## config.mk

```make
export PLATFORM = sky130hd
export DESIGN_NAME = msr_master_status
export DESIGN_NICKNAME = d
export VERILOG_FILES = /design/src/hw/msr_pkg.sv /design/src/hw/msr_master_status.sv /design/src/hw/msr_sreset_seq.sv
export SDC_FILE = /design/constraint.sdc
export NUM_CORES = 1
export LEC_CHECK = 0
export ABC_AREA = 0
export BUFFER_PORTS_ARGS = -buffer_cell sky130_fd_sc_hd__buf_2
export CAP_MARGIN = 20
export CORE_MARGIN = 2
export CORE_UTILIZATION = 57
export DETAILED_ROUTE_END_ITERATION = 7
export PLACE_DENSITY = 0.91
export SLEW_MARGIN = 20
export SYNTH_ARGS = -nofsm -noshare
export SYNTH_HDL_FRONTEND = slang
export SYNTH_SLANG_ARGS = --single-unit
export TNS_END_PERCENT = 5
```

## constraint.sdc

```tcl
create_clock -name clock -period 6.65 [get_ports clock]
set_input_delay 0.665 -clock clock [delete_from_list [all_inputs] [get_ports clock]]
set_output_delay 0.665 -clock clock [all_outputs]
set_load 0.1 [all_outputs]
```

## src/hw/msr_pkg.sv

```systemverilog
// package of constants for the master status and reset register block
package msr_pkg;
  localparam int          MSR_AW          = 16;
  localparam int          MSR_DW          = 16;
  localparam logic [15:0] MSR_OFFSET      = 16'h0001;
  localparam logic [15:0] MSR_RESET_VAL   = 16'h0000;
  localparam int          MSR_READY_BIT   = 15;
  localparam int          MSR_UNUSED_BIT  = 14;
  localparam int          MSR_STRAP_BIT   = 13;
  localparam int          MSR_MON_BIT     = 12;
  localparam int          MSR_RT2_BIT     = 11;
  localparam int          MSR_RT1_BIT     = 10;
  localparam int          MSR_CONTROLLER_MSG_IN_PROGRESS_BIT   = 9;
  localparam int          MSR_NREQ        = 3;
  localparam int          MSR_INIT_NS     = 1000;
  localparam int          MSR_CLK_NS      = 10;
  localparam int          MSR_INIT_CYC    = (MSR_INIT_NS + MSR_CLK_NS - 1)
                                            / MSR_CLK_NS;
  localparam int          MSR_SRST_CYC    = 16;
  localparam int          MSR_CW          = 8;
endpackage : msr_pkg

```

## src/hw/msr_master_status.sv

```systemverilog
// master status and reset register with ready and host lock-out
// What this block does
// master reset clears; soft resets leave it
// ready pin mirrors status bit 15
// ready low during init, self-test, resets
// host access locked out while not ready
// not ready: reads return this register, except one that meets a pending core read reply
// bit 13 holds strap caught at reset release
// bit 12 starts monitor reset until done
// bit 11: clear terminal two start, reset
// bit 10: clear terminal one start, reset
// terminal request set keeps ready low
// completion self-clears bit, ready returns high
// bit 9 shows controller message in progress
// bit 9 falls only after updates written
// bit 14 unused, reads zero
// read-only bits ignore writes; zero no effect
`timescale 1ns/1ps
module msr_master_status
  import msr_pkg::*;
#(
  parameter int AW       = MSR_AW,
  parameter int DW       = MSR_DW,
  parameter int INIT_CYC = MSR_INIT_CYC,
  parameter int SRST_CYC = MSR_SRST_CYC
) (
  input  wire logic          clock,
  input  wire logic          rst_n,
  input  wire logic          auto_init_strap,
  input  wire logic          self_test_busy,
  input  wire logic          controller_msg_active,
  input  wire logic          controller_updates_done,
  input  wire logic          host_wr,
  input  wire logic          host_rd,
  input  wire logic [AW-1:0] host_addr,
  input  wire logic [DW-1:0] host_wdata,
  input  wire logic [DW-1:0] core_rdata,
  output logic               ready,
  output logic [DW-1:0]      host_rdata,
  output logic               host_rvalid,
  output logic               core_wr,
  output logic               core_rd,
  output logic [AW-1:0]      core_addr,
  output logic [DW-1:0]      core_wdata,
  output logic               rt1_clear_start_exec,
  output logic               rt2_clear_start_exec,
  output logic [MSR_NREQ-1:0] soft_reset_pulse
);
  // rst_n is the master reset pin (master_reset_pin_n)
  logic rs1_q, rs2_q;
  always_ff @(posedge clock or negedge rst_n) begin
    if (!rst_n) begin
      rs1_q <= 1'b0;
      rs2_q <= 1'b0;
    end else begin
      rs1_q <= 1'b1;
      rs2_q <= rs1_q;
    end
  end
  wire logic rst_l_n = rs2_q;

  // caught by a clocked process after release, never by the async reset
  logic strap_q, strap_d, strap_done_q, strap_done_d;
  logic [MSR_CW+4:0] init_q, init_d;
  logic mon_q, mon_d, rt2_q, rt2_d, rt1_q, rt1_d;
  logic mip_q, mip_d;
  logic ready_q, ready_d;
  logic [DW-1:0] rdata_q, rdata_d;
  logic rvalid_q, rvalid_d;
  logic cwr_q, cwr_d, crd_q, crd_d;
  logic [AW-1:0] caddr_q, caddr_d;
  logic [DW-1:0] cwdata_q, cwdata_d;
  logic c1_q, c1_d, c2_q, c2_d;
  logic [MSR_NREQ-1:0] spulse_q, spulse_d;
  logic [MSR_NREQ-1:0] seq_busy, seq_pre, seq_done;
  logic [DW-1:0] status_word;
  logic          reg_hit, wr_hit;

  function automatic logic [DW-1:0] msr_pack(
    input logic rdy, input logic st, input logic m,
    input logic r2, input logic r1, input logic bc);
    logic [DW-1:0] w;
    w = '0;
    w[MSR_READY_BIT] = rdy;
    w[MSR_UNUSED_BIT] = 1'b0;
    w[MSR_STRAP_BIT] = st;
    w[MSR_MON_BIT] = m;
    w[MSR_RT2_BIT] = r2;
    w[MSR_RT1_BIT] = r1;
    w[MSR_CONTROLLER_MSG_IN_PROGRESS_BIT] = bc;
    return w;
  endfunction : msr_pack

  logic [MSR_NREQ-1:0] seq_start;
  logic [MSR_NREQ-1:0] req_bits;
  assign req_bits  = {mon_q, rt2_q, rt1_q};
  assign seq_start = req_bits & ~seq_busy & ~seq_done;

  // index 2 monitor, 1 terminal two, 0 terminal one
  for (genvar i = 0; i < MSR_NREQ; i++) begin : g_seq
    logic busy_l, done_l;
    msr_sreset_seq #(.CYCLES(SRST_CYC)) u_seq (
      .clock     (clock),
      .rst_l_n   (rst_l_n),
      .start     (seq_start[i]),
      .busy      (busy_l),
      .pre_step  (seq_pre[i]),
      .act_pulse (done_l)
    );
    assign seq_busy[i] = busy_l;
    assign seq_done[i] = done_l;
  end

  assign status_word = msr_pack(ready_q, strap_q, mon_q, rt2_q, rt1_q,
                                mip_q);
  assign reg_hit = (host_addr == AW'(MSR_OFFSET));
  assign wr_hit  = host_wr && ready_q && reg_hit;

  always_comb begin
    strap_d      = strap_q;
    strap_done_d = 1'b1;
    init_d       = init_q;
    mon_d        = mon_q;
    rt2_d        = rt2_q;
    rt1_d        = rt1_q;
    mip_d        = mip_q;
    if (!strap_done_q) begin
      strap_d = auto_init_strap;
      init_d  = auto_init_strap ? (MSR_CW+5)'(INIT_CYC) : '0;
    end else if (init_q != '0) begin
      init_d = init_q - 1'b1;
    end
    // only ones take effect; reads of bit 15,14,13,9 ignore writes
    if (wr_hit) begin
      mon_d = mon_q | host_wdata[MSR_MON_BIT];
      rt2_d = rt2_q | host_wdata[MSR_RT2_BIT];
      rt1_d = rt1_q | host_wdata[MSR_RT1_BIT];
    end
    if (seq_done[2]) mon_d = 1'b0;
    if (seq_done[1]) rt2_d = 1'b0;
    if (seq_done[0]) rt1_d = 1'b0;
    // falls only once buffer updates are done, set wins
    if (controller_msg_active) begin
      mip_d = 1'b1;
    end else if (controller_updates_done) begin
      mip_d = 1'b0;
    end
    ready_d = strap_done_q && (init_d == '0) && !self_test_busy
              && !mon_d && !rt2_d && !rt1_d;
  end

  always_comb begin
    rdata_d  = rdata_q;
    rvalid_d = 1'b0;
    cwr_d    = 1'b0;
    crd_d    = 1'b0;
    caddr_d  = caddr_q;
    cwdata_d = cwdata_q;
    c1_d     = seq_pre[0];
    c2_d     = seq_pre[1];
    spulse_d = seq_done;
    if (host_rd) begin
      rvalid_d = 1'b1;
      if (!ready_q || reg_hit) begin
        rdata_d = status_word;
      end
    end
    if (ready_q && !reg_hit) begin
      cwr_d    = host_wr;
      crd_d    = host_rd;
      caddr_d  = host_addr;
      cwdata_d = host_wdata;
    end
    // core reads arrive a cycle later; pass through when not ours
    if (crd_q) begin
      rdata_d = core_rdata;
    end
  end

  always_ff @(posedge clock or negedge rst_l_n) begin
    if (!rst_l_n) begin
      strap_q      <= 1'b0;
      strap_done_q <= 1'b0;
      init_q       <= '0;
      mon_q        <= 1'b0;
      rt2_q        <= 1'b0;
      rt1_q        <= 1'b0;
      mip_q        <= 1'b0;
      ready_q      <= 1'b0;
      rdata_q      <= MSR_RESET_VAL;
      rvalid_q     <= 1'b0;
      cwr_q        <= 1'b0;
      crd_q        <= 1'b0;
      caddr_q      <= '0;
      cwdata_q     <= '0;
      c1_q         <= 1'b0;
      c2_q         <= 1'b0;
      spulse_q     <= '0;
    end else begin
      strap_q      <= strap_d;
      strap_done_q <= strap_done_d;
      init_q       <= init_d;
      mon_q        <= mon_d;
      rt2_q        <= rt2_d;
      rt1_q        <= rt1_d;
      mip_q        <= mip_d;
      ready_q      <= ready_d;
      rdata_q      <= rdata_d;
      rvalid_q     <= rvalid_d;
      cwr_q        <= cwr_d;
      crd_q        <= crd_d;
      caddr_q      <= caddr_d;
      cwdata_q     <= cwdata_d;
      c1_q         <= c1_d;
      c2_q         <= c2_d;
      spulse_q     <= spulse_d;
    end
  end

  assign ready                = ready_q;
  assign host_rdata           = rdata_q;
  assign host_rvalid          = rvalid_q;
  assign core_wr              = cwr_q;
  assign core_rd              = crd_q;
  assign core_addr            = caddr_q;
  assign core_wdata           = cwdata_q;
  assign rt1_clear_start_exec = c1_q;
  assign rt2_clear_start_exec = c2_q;
  assign soft_reset_pulse     = spulse_q;
endmodule : msr_master_status

```

## src/hw/msr_sreset_seq.sv

```systemverilog
// one soft reset sequencer: one-cycle pre-step on every start, then timed reset actions
`timescale 1ns/1ps
module msr_sreset_seq
  import msr_pkg::*;
#(
  parameter int CYCLES = MSR_SRST_CYC
) (
  input  wire logic clock,
  input  wire logic rst_l_n,
  input  wire logic start,
  output logic      busy,
  output logic      pre_step,
  output logic      act_pulse
);
  typedef enum logic [1:0] {
    MSR_S_IDLE = 2'b00,
    MSR_S_PRE  = 2'b01,
    MSR_S_ACT  = 2'b11
  } msr_seq_e;

  msr_seq_e          st_q, st_d;
  logic [MSR_CW-1:0] cnt_q, cnt_d;

  always_comb begin
    st_d  = st_q;
    cnt_d = cnt_q;
    case (st_q)
      MSR_S_IDLE: begin
        if (start) begin
          st_d = MSR_S_PRE;
        end
      end
      MSR_S_PRE: begin
        st_d  = MSR_S_ACT;
        cnt_d = MSR_CW'(CYCLES - 1);
      end
      MSR_S_ACT: begin
        if (cnt_q == '0) begin
          st_d = MSR_S_IDLE;
        end else begin
          cnt_d = cnt_q - 1'b1;
        end
      end
      default: st_d = MSR_S_IDLE;
    endcase
  end

  always_ff @(posedge clock or negedge rst_l_n) begin
    if (!rst_l_n) begin
      st_q  <= MSR_S_IDLE;
      cnt_q <= '0;
    end else begin
      st_q  <= st_d;
      cnt_q <= cnt_d;
    end
  end

  assign busy      = (st_q != MSR_S_IDLE);
  assign pre_step  = (st_q == MSR_S_PRE);
  assign act_pulse = (st_q == MSR_S_ACT) && (cnt_q == '0);
endmodule : msr_sreset_seq

```

==> results of run 1 <==
## routing by layer
layer / share of wire / up-vias / wire length, um / GRT usage
met4: 0.020 / 0 / 201 / 0.1027
met3: 0.066 / 16 / 675 / 0.04575
met2: 0.49 / 147 / 4983 / 0.4030
li1: - / 1667 / - / -
met5: 0 / - / 0 / 0
met1: 0.43 / 1699 / 4356 / 0.3059
## power breakdown
group          switching [mW]  internal, mW  total, mW
combinational           0.699         0.154      0.853
sequential             0.0586         0.746      0.805
clock                   0.216         0.211      0.427
total                   0.974          1.11       2.09
## cell families (layout without fill, tap and decap cells)
group           Yosys count  in the layout
mux                      38             38
fa+ha+maj                 5              5
simple gates            128            128
flops                   108            108
other cells               1              2
buf+inv                  35            150
compound gates           76             76
xor+xnor                 15             15
## sequential cells by signal, indices dropped and copies added, names as in the netlist, 3 cells and up
| name | flops |
|---|---|
| core_wdata | 16 |
| host_rdata | 16 |
| g_seq.u_seq.cnt_q | 24 |
| g_seq.u_seq.st_q | 6 |
| init_q | 13 |
| soft_reset_pulse | 3 |
| core_addr | 16 |
## worst max-delay path: cells and delay by family (launching register included)
family / cells / cell delay, ns
AO/OA/AOI/OAI: 3 / 0.52
adder cells (fa/ha/maj): 1 / 0.16
buffers and inverters: 1 / 0.14
flip-flops: 1 / 0.42
AND/OR/NAND/NOR: 3 / 1.49
## stage by stage
step / std cells / area [um2] / setup slack, ns
after floorplan: 407 / 4654 / 3.419
after global placement: 609 / 5306 / 3.957
after detailed placement: 609 / 5306 / 3.850
after CTS: 624 / 5519 / 3.868
after global routing: 624 / 5519 / 3.754
final: 624 / 5519 / 3.851
## cells in the mapped netlist (3+ instances only)
cell type    n
dfrtp_1    108
mux2_2      33
nor2_1      31
nand2_1     25
inv_1       21
o21ai_0     19
a21oi_1     17
a22o_1      15
clkbuf_1    11
nor4_1      11
nand3_1     10
xor2_1       9
nor3_1       8
and3_1       7
nor2b_1      7
xnor2_1      6
ha_1         5
mux2i_1      5
a21o_1       4
o211ai_1     4
or3_1        4
or4_1        4
a31oi_1      3
nand2b_1     3
nand3b_1     3
nor4b_1      3
## layout make-up
type / count / share of cell area
clock buffer: 9 / 0.02244
clock inverter: 6 / 0.01610
inverter: 21 / 0.01428
multi-input combinational: 264 / 0.3294
sequential: 108 / 0.4904
tap: 102 / 0.02312
timing repair buffer: 114 / 0.1043
## placed cells by master, fill, tap and decap left out, types with 6 or more instances in the layout
cell type  instances
o21ai_0           19
nand3_1           10
inv_1             21
buf_2            112
xnor2_1            6
nor2_1            31
xor2_1             9
a21oi_1           17
and3_1             7
a22o_1            15
mux2_2            33
dfrtp_1          107
nor2b_1            7
nor4_1            11
nor3_1             8
clkbuf_8           9
nand2_1           25
## worst min-delay path by stage
stage | startpoint | endpoint | slack, ns | cells after the start
finish | rst_n | rs2_q$_DFF_PN0_ | 0.06 | 1
global route | rst_n | rs2_q$_DFF_PN0_ | 0.05 | 1
floorplan | rs1_q$_DFF_PN0_ | rs2_q$_DFF_PN0_ | 0.33 | 0
detailed placement | rs2_q$_DFF_PN0_ | soft_reset_pulse[1]$_DFF_PN0_ | 0.34 | 0
global placement | rs2_q$_DFF_PN0_ | rt2_clear_start_exec$_DFF_PN0_ | 0.33 | 0
CTS | rst_n | rs2_q$_DFF_PN0_ | 0.05 | 1
==> impl_results.md, run 1 <==
- CP Launch Type: flip-flop
- Status: finished clean
- Compound-cell area share of the yosys netlist: 0.1076
- TritonCTS clock tree: done
- Setup violations, final: 0
- Leak Pwr: 2.848 nW
- Post-synth ARST share: 1.000
- Cells after synthesis: 406
- WL/cell: 16.37 um
- Worst r2r src: init_q[0]$_DFF_PN0_
- HPWL Detailed: 7403 um
- Max Slew Vio Count: 0
- Min cycle time layout: 2.799 ns
- Total GRT Usage: 0.2397
- Mux share of post-synthesis cell area: 0.09066
- Antenna-violating nets left: 0
- Worst skew pair latency: 0.37 ns
- Sequential area share after synthesis: 0.5811
- Core area: 0.007807 mm2
- Sequential cell area: 0.002706 mm2
- Vias in the first global route: 3487
- Reg clk slew, reported paths: 0.09 ns
- Largest net degree at the start of global routing: 65
- Final WL: 10220 um
- Via density: 5.655
- Maximum VDD drop: 0.2408 mV
- Final hold vios: 0
- Syn Std Cell Area: 0.004651 mm2
- RSZ-0062 raised after global routing: false
- Max-cap violations: 0
- FF-to-FF path depth: 8
- Skew final: 0.009051 ns
- Grt total ovfl: 0
- Hold buffers post-CTS: 0
- Drt pass-1 iters: 4
- IO buf count: 112
- Main synth FF type: dfrtp_1
- P per Cell Area: 377.9 mW/mm2
- Synth Area in XOR/XNOR: 0.02825
- CTS sink cnt: 108
- Setup TNS: 0 ns
- CP Capture Type: flip-flop
- Worst reg2reg setup slack: 3.85 ns
- Residual DRC: 0
- Initial DRC Count: 222
- Post-CTS sizing: 0
- Slowest Stage Delay on Critical Path: 0.65 ns
- CTS buffer count: 9
- RR Endpoint: ready$_DFF_PN0_
- CP startpoint: init_q[0]$_DFF_PN0_
- Cell taking the most area after synthesis: dfrtp_1
- Via count: 3529
- Crit share post-route: 0.4209
- First-pass GRT wire length: 16300 um
- Post-Synth Adder-Cell Area: 0.01345
- H-tree levels: 3
- IO Pins: 113
- Worst rel slew slack: 0.4838
- F_max: 0.3573 GHz
- EDFF count, synth: 0
- Ant diodes: 0
- # fillers: 559
- Slew of the pin with the lowest slew margin: 0.7743 ns
- CTS root buffer: clkbuf_8
- Main combinational cell family by area after synthesis: simple AND/OR/NAND/NOR gates
- Finished Core Util: 0.7069
- Worst Hold Slack: 0.06232 ns
- Hold Crit Class: primary input to asynchronous set/reset pin
- Post-synth cell types: 48
- Synth top area share: 0.5811
- Slowest CP cell: or4b_2
- Initial antenna violation count: 0
- Die Width: 94.33 um
- Layout cells sized above 1: 0.3257
- Mean post-synth cell area: 11.45 um2
- Crit-path cells: inv_1 -> ha_1 -> or4b_2 -> or4_1 -> a22o_1 -> a21oi_1 -> o211ai_1 -> nor4_2
- Crit path required time: 6.93 ns
- Total power: 2.086 mW
- FP Rows: 32
- Initial Util: 0.5957
- Crit Path Category: flip-flop to flip-flop
- Count of nets after finishing: 579
- Worst EP arrival: 3.07 ns
- Die ar.: 0.008897 mm2
- YS warnings: 0
- Area growth syn-to-layout: 18.67%
- Die H: 94.33 um
- Top post-synthesis cells by area: dfrtp_1 58%, mux2_2 8.0%, a22o_1 2.8%, nor2_1 2.5%, o21ai_0 2.0%
- Postcts setup bufs: 0
- Worst-path fanout max: 7
- Area taken by multi-input logic gates: 0.001818 mm2
- FF+latch count, synth: 108
- Post-synthesis simple-gate area fraction: 0.1493
- CTS Buffer Depth: 2
- Final RePlAce weighted congestion: 0.8679
- Setup crit end: ready$_DFF_PN0_
Note: power is estimated with default switching activity, not from simulation.
==> run 2: changes to the inputs <==
--- a/config.mk
+++ b/config.mk
@@ -9,9 +9,9 @@
 export BUFFER_PORTS_ARGS = -buffer_cell sky130_fd_sc_hd__buf_2
 export CAP_MARGIN = 20
 export CORE_MARGIN = 2
-export CORE_UTILIZATION = 57
+export CORE_UTILIZATION = 53
 export DETAILED_ROUTE_END_ITERATION = 7
-export PLACE_DENSITY = 0.91
+export PLACE_DENSITY = 0.86
 export SLEW_MARGIN = 20
 export SYNTH_ARGS = -nofsm -noshare
 export SYNTH_HDL_FRONTEND = slang
==> constraint.sdc (replaced) <==
create_clock -name clock -period 2.6 [get_ports clock]
set_input_delay 0.26 -clock clock [delete_from_list [all_inputs] [get_ports clock]]
set_output_delay 0.26 -clock clock [all_outputs]
set_load 0.1 [all_outputs]
==> impl_results.md, run 2 (synthesis gave the netlist of run 1 again) <==
- Vias in the first global route: 3507 (+0.57%)
- Crit-path cells: inv_1 -> ha_1 -> or4b_4 -> or4_4 -> a22o_1 -> a21oi_1 -> o211ai_1 -> nor4_2
- HPWL Detailed: 7252 um (-2.0%)
- H-tree levels: 3 (unchanged)
- IO buf count: 112 (unchanged)
- Via count: 3595 (+1.9%)
- Worst Hold Slack: 0.03455 ns (-0.02777 ns)
- First-pass GRT wire length: 16700 um (+2.5%)
- Worst skew pair latency: 0.37 ns (about the same)
- Skew final: 0.006517 ns (-0.002535 ns)
- Max Slew Vio Count: 0 (unchanged)
- Core area: 0.008593 mm2 (+10%)
- Final WL: 10050 um (-1.6%)
- Final Cell Area: 0.005638 mm2 (+2.2%)
- WL/cell: 15.68 um (-4.2%)
- Worst r2r src: init_q[0]$_DFF_PN0_
- Worst-path fanout max: 4 (-3)
- CTS buffer count: 9 (unchanged)
- Initial antenna violation count: 0 (unchanged)
- Area growth syn-to-layout: 21.23%
- Status: finished clean
- Total power: 5.234 mW (+150%)
- Most frequent cells in the layout: 112 x buf_2, 107 x dfrtp_1, 33 x mux2_2
- CP startpoint: init_q[0]$_DFF_PN0_
- Top reg by flops: g_seq.u_seq.cnt_q
- Min cycle time layout: 2.495 ns (-0.3043 ns)
- Finished Core Util: 0.6561 (-0.05081)
- CP Capture Type: flip-flop
- CTS root buffer: clkbuf_8
- Initial DRC Count: 161 (-27%)
- FP Rows: 34 (+6.3%)
- Most common cell after layout, fill and taps aside: buf_2
- Ant diodes: 0 (unchanged)
- Hold Crit Class: primary input to flip-flop
- Leak Pwr: 2.902 nW (+1.9%)
- Die ar.: 0.009540 mm2 (+7.2%)
- Maximum VDD drop: 0.5639 mV (+130%)
- Area post-placement: 0.005394 mm2 (+1.7%)
- Count of nets after finishing: 589 (+1.7%)
- Slowest CP cell: or4b_4
- Max-cap violations: 0 (unchanged)
- Initial Util: 0.5412 (-0.05447)
- Crit Path Category: flip-flop to flip-flop
- Largest net degree at the start of global routing: 62 (-4.6%)
- Residual DRC: 0 (unchanged)
- Hold path start: host_rd
- Final hold vios: 0 (unchanged)
- Max FFs per register: 24 (unchanged)
- Slowest Stage Delay on Critical Path: 0.50 ns (-0.15 ns)
- Setup TNS: 0 ns (unchanged)
- Crit share post-route: 0.9596 (+0.5386)
- Die H: 97.68 um (+3.6%)
- Grt total ovfl: 0 (unchanged)
- Slew of the pin with the lowest slew margin: 0.7026 ns (-0.07169 ns)
- Antenna-violating nets left: 0 (unchanged)
- CP Launch Type: flip-flop
- F_max: 0.4008 GHz (+12%)
- Reg clk slew, reported paths: 0.10 ns (about the same)
- Die Width: 97.68 um (+3.6%)
- CTS sink cnt: 108 (unchanged)
- CTS Buffer Depth: 2 (unchanged)
- Layout cells sized above 1: 0.3508 (+0.02517)
- P per Cell Area: 928.4 mW/mm2 (+150%)
- Total GRT Usage: 0.2146 (-0.02518)
- TritonCTS clock tree: done
- Via density: 5.608 (-0.83%)
- Drt pass-1 iters: 4 (unchanged)
- Final RePlAce weighted congestion: 0.9720 (+12%)
- Crit path required time: 2.88 ns (-4.05 ns)
- Worst EP arrival: 2.77 ns (-0.30 ns)
- Worst rel slew slack: 0.5306 (+0.04680)
- IO Pins: 113 (unchanged)
- Setup violations, final: 0 (unchanged)
-- run 2: changes by cell type in the layout (fill, tap and decap cells not counted), sizes merged --
| cell | before | now |
|---|---|---|
| clkinv | 2 | 5 |
| buf | 114 | 123 |
| clkinvlp | 1 | 0 |
| dlygate4sd3 | 0 | 1 |
| clkbuf | 9 | 10 |
| bufinv | 2 | 0 |
-- run 2: routing by layer --
layer,routed length [um],track usage,vias up,part of all wire
li1,-,-,1695,-
met1,4370,0.2941,1751,0.43
met2,4920,0.3538,134,0.49
met3,595,0.03094,15,0.059
met4,167,0.07372,0,0.017
met5,0,0,-,0
-- run 2: cell type report --
cell class                      count  area [um2]
Timing Repair Buffer              124       665.6
Sequential cell                   108        2706
Inverter                           21       78.83
Fill cell                         621        2955
Clock inverter                      6       47.55
Multi-Input combinational cell    264        1867
Tap cell                          108       135.1
Clock buffer                       10       137.6
-- run 2: repair_timing --
| action | 4_1_cts | 5_1_grt |
|---|---|---|
| pin swaps | 0 | 1 |
| setup buffers | 0 | 0 |
| setup endpoints to repair | 1 | 1 |
| hold endpoints to repair | 2 | 0 |
| resized for setup | 1 | 8 |
| hold buffers | 1 | 0 |
| gates cloned | 0 | 0 |
-- run 2: critical path: cells and delay by family, from the launching register on --
family	cells	cell delay [ns]
simple gates	3	1.23
compound gates	3	0.48
fa+ha+maj	1	0.16
flops	1	0.43
buf+inv	1	0.11
-- run 2: path summary, 6_finish.rpt --
check | depth (start not counted) | slack [ns] | endpoint
max | 8 | 0.11 | ready$_DFF_PN0_
min | 1 | 0.03 | host_rvalid$_DFF_PN0_
max reg2reg | 8 | 0.11 | ready$_DFF_PN0_
min reg2reg | 0 | 0.34 | init_q[0]$_DFF_PN0_
max in group asynchronous | 1 | 1.56 | g_seq[2].u_seq.cnt_q[6]$_DFFE_PN0P_
min in group asynchronous | 2 | 0.18 | rs2_q$_DFF_PN0_
-- run 2: power by group --
| group | switching (mW) | total (mW) | internal, mW |
|---|---|---|---|
| combinational | 1.80 | 2.22 | 0.423 |
| clock | 0.572 | 0.956 | 0.383 |
| sequential | 0.145 | 2.05 | 1.91 |
| total | 2.52 | 5.23 | 2.71 |
-- run 2: metrics by stage --
| stage | worst slack, ns | cells |
|---|---|---|
| final | 0.1051 | 641 |
| after detailed placement | -0.01609 | 624 |
| after floorplan | 0.01033 | 407 |
| after global placement | 0.07077 | 624 |
| after CTS | 0.02348 | 641 |
| after global routing | -0.003112 | 641 |
==> run 3: changes to the inputs <==
--- a/config.mk
+++ b/config.mk
@@ -9,9 +9,9 @@
 export BUFFER_PORTS_ARGS = -buffer_cell sky130_fd_sc_hd__buf_2
 export CAP_MARGIN = 20
 export CORE_MARGIN = 2
-export CORE_UTILIZATION = 53
+export CORE_UTILIZATION = 25
 export DETAILED_ROUTE_END_ITERATION = 7
-export PLACE_DENSITY = 0.86
+export PLACE_DENSITY = 0.5
 export SLEW_MARGIN = 20
 export SYNTH_ARGS = -nofsm -noshare
 export SYNTH_HDL_FRONTEND = slang
==> impl_results.md, run 3 (synthesis gave the netlist of run 1 again) <==
- Die ar.: 0.01971 mm2 (+110%)
- CTS buffer count: 9 (unchanged)
- Initial Util: 0.2571 (-0.2841)
- Slew of the pin with the lowest slew margin: 0.6922 ns (-0.01038 ns)
- Status: finished clean
- Layout cells sized above 1: 0.3446 (-0.006275)
- Final RePlAce weighted congestion: 0.8170 (-16%)
- Via density: 4.651 (-17%)
- Crit Path Category: flip-flop to flip-flop
- Final Cell Area: 0.005859 mm2 (+3.9%)
- Combinational power share: 0.407 (-0.018)
- Total GRT Usage: 0.1124 (-0.1021)
- Max-cap violations: 0 (unchanged)
- Via count: 3549 (-1.3%)
- # fillers: 1838 (+200%)
- Hold Crit Class: primary input to flip-flop
- IO buf count: 112 (unchanged)
- Final hold vios: 0 (unchanged)
- RSZ-0062 raised after global routing: false
- Crit path required time: 2.86 ns (-0.02 ns)
- Met3 routed WL: 626 um (+5.2%)
- Maximum VDD drop: 0.3305 mV (-41%)
- TritonCTS clock tree: done
- Crit share post-route: 0.9518 (-0.007757)
- Min cycle time layout: 2.475 ns (-0.02017 ns)
- First-pass GRT wire length: 17660 um (+5.7%)
- WL met2: 5113 um (+3.9%)
- Worst r2r src: init_q[5]$_DFF_PN0_
- P per Cell Area: 937.2 mW/mm2 (+0.95%)
- CTS root buffer: clkbuf_16
- Pint: 2.961 mW (+9.1%)
- Uppermost layer routed: met4
- Vias in the first global route: 3517 (+0.29%)
- Initial antenna violation count: 0 (unchanged)
- Worst reg2reg setup slack: 0.13 ns (+0.02 ns)
- Die H: 140.4 um (+44%)
- Worst rel slew slack: 0.5375 (+0.006933)
- FF-to-FF path depth: 7 (-1)
- Reg power frac: 0.371 (-0.021)
- Residual DRC: 0 (unchanged)
- RR Endpoint: ready$_DFF_PN0_
- FP Rows: 49 (+44%)
- Hold path start: host_rd
- Count of nets after finishing: 594 (+0.85%)
- Setup violations, final: 0 (unchanged)
- Core area: 0.01809 mm2 (+110%)
- Largest net degree at the start of global routing: 107 (+73%)
- Final WL: 10930 um (+8.7%)
- Area growth syn-to-layout: 25.99%
- Finished Core Util: 0.3240 (-0.3321)
- Sw power: 2.530 mW (+0.43%)
- CTS Buffer Depth: 2 (unchanged)
- Top reg by flops: g_seq.u_seq.cnt_q
- Initial DRC Count: 281 (+75%)
- Ant diodes: 0 (unchanged)
- Die Width: 140.4 um (+44%)
- Worst-path fanout max: 6 (+2)
- Postcts setup bufs: 0 (unchanged)
- Worst EP arrival: 2.73 ns (-0.04 ns)
- CTS sink cnt: 108 (unchanged)
- HPWL Detailed: 7970 um (+9.9%)
- Hold path depth: 1 (unchanged)
- Max FFs per register: 24 (unchanged)
- Worst skew pair latency: 0.35 ns (-0.02 ns)
- Leak Pwr: 2.944 nW (+1.5%)
- Hold path endpoint: host_rvalid$_DFF_PN0_
- Area post-placement: 0.005583 mm2 (+3.5%)
- H-tree levels: 3 (unchanged)
- F_max: 0.4041 GHz (+0.82%)
- Most frequent cells in the layout: 112 x buf_2, 107 x dfrtp_1, 33 x mux2_2
- IO Pins: 113 (unchanged)
- Setup TNS: 0 ns (unchanged)
- Most common cell after layout, fill and taps aside: buf_2
- Drt pass-1 iters: 4 (unchanged)
- Antenna-violating nets left: 0 (unchanged)
- Grt total ovfl: 0 (unchanged)
- Met1 Wirelength: 5004 um (+15%)
- Worst Hold Slack: 0.08085 ns (+0.04630 ns)
- CP Launch Type: flip-flop
- Clock share of power: 0.222 (+0.039)
- CP Capture Type: flip-flop
- WL/cell: 14.32 um (-8.7%)
- Reg clk slew, reported paths: 0.07 ns (-0.03 ns)
- Skew final: 0.006947 ns (+0.0004302 ns)
- Max Slew Vio Count: 0 (unchanged)
- Sw frac: 0.4608 (-0.02055)
[run 3: worst max-delay path by stage]
stage	start	to	slack, ns	cells past startpoint
final	init_q[5]$_DFF_PN0_	ready$_DFF_PN0_	0.13	7
after global routing	g_seq[1].u_seq.cnt_q[0]$_DFFE_PN0P_	ready$_DFF_PN0_	0.006	7
after floorplan	init_q[0]$_DFF_PN0_	ready$_DFF_PN0_	0.01	9
after CTS	init_q[1]$_DFF_PN0_	ready$_DFF_PN0_	0.02	7
after detailed placement	init_q[1]$_DFF_PN0_	ready$_DFF_PN0_	0.006	9
after global placement	init_q[1]$_DFF_PN0_	ready$_DFF_PN0_	0.04	8
[run 3: power groups by stage]
stage	registers [mW]	logic, mW	clock network [mW]
after floorplan	3.54	0.361	0
after global placement	2.06	2.22	0
after detailed placement	2.07	2.23	0
after CTS	2.04	2.24	1.28
after global routing	2.07	2.31	1.33
final	2.04	2.24	1.22
[run 3: per-layer routing]
| metal | track usage | up-vias |
|---|---|---|
| li1 | - | 1700 |
| met1 | 0.1498 | 1740 |
| met2 | 0.1747 | 95 |
| met3 | 0.02974 | 14 |
| met4 | 0.04466 | 0 |
| met5 | 0 | - |
[run 3: area by class of cell]
type	instances	area, um2	share of cell area
clock buffer	9	225.2	0.03844
sequential	108	2706	0.4619
timing repair buffer	129	703.2	0.1200
clock inverter	3	18.77	0.003203
inverter	21	78.83	0.01345
multi-input combinational	264	1841	0.3141
tap	229	286.5	0.04890
[run 3: timing repair]
| action | in CTS | in global routing |
|---|---|---|
| setup endpoints to repair | 1 | 1 |
| hold buffers | 1 | 0 |
| resized for setup | 1 | 5 |
| pin swaps | 0 | 0 |
| hold endpoints to repair | 2 | 0 |
[run 3: worst max-delay path, cell delays in order, from the launching register on]
cell and delay, ns:
dfrtp_1 0.44, or4_4 0.59, buf_4 0.18, nor4_1 0.40, xor2_1 0.14, o21ai_0 0.24, o211ai_1 0.15, nor4_2 0.25
[run 3: stage by stage]
stage          total power [mW]  cells  worst slack, ns
2_1_floorplan             3.904    407          0.01033
3_3_place_gp              4.282    750          0.03740
3_5_place_dp              4.304    750         0.005733
4_1_cts                   5.558    763          0.01636
5_1_grt                   5.721    763         0.005787
6_report                  5.491    763           0.1253
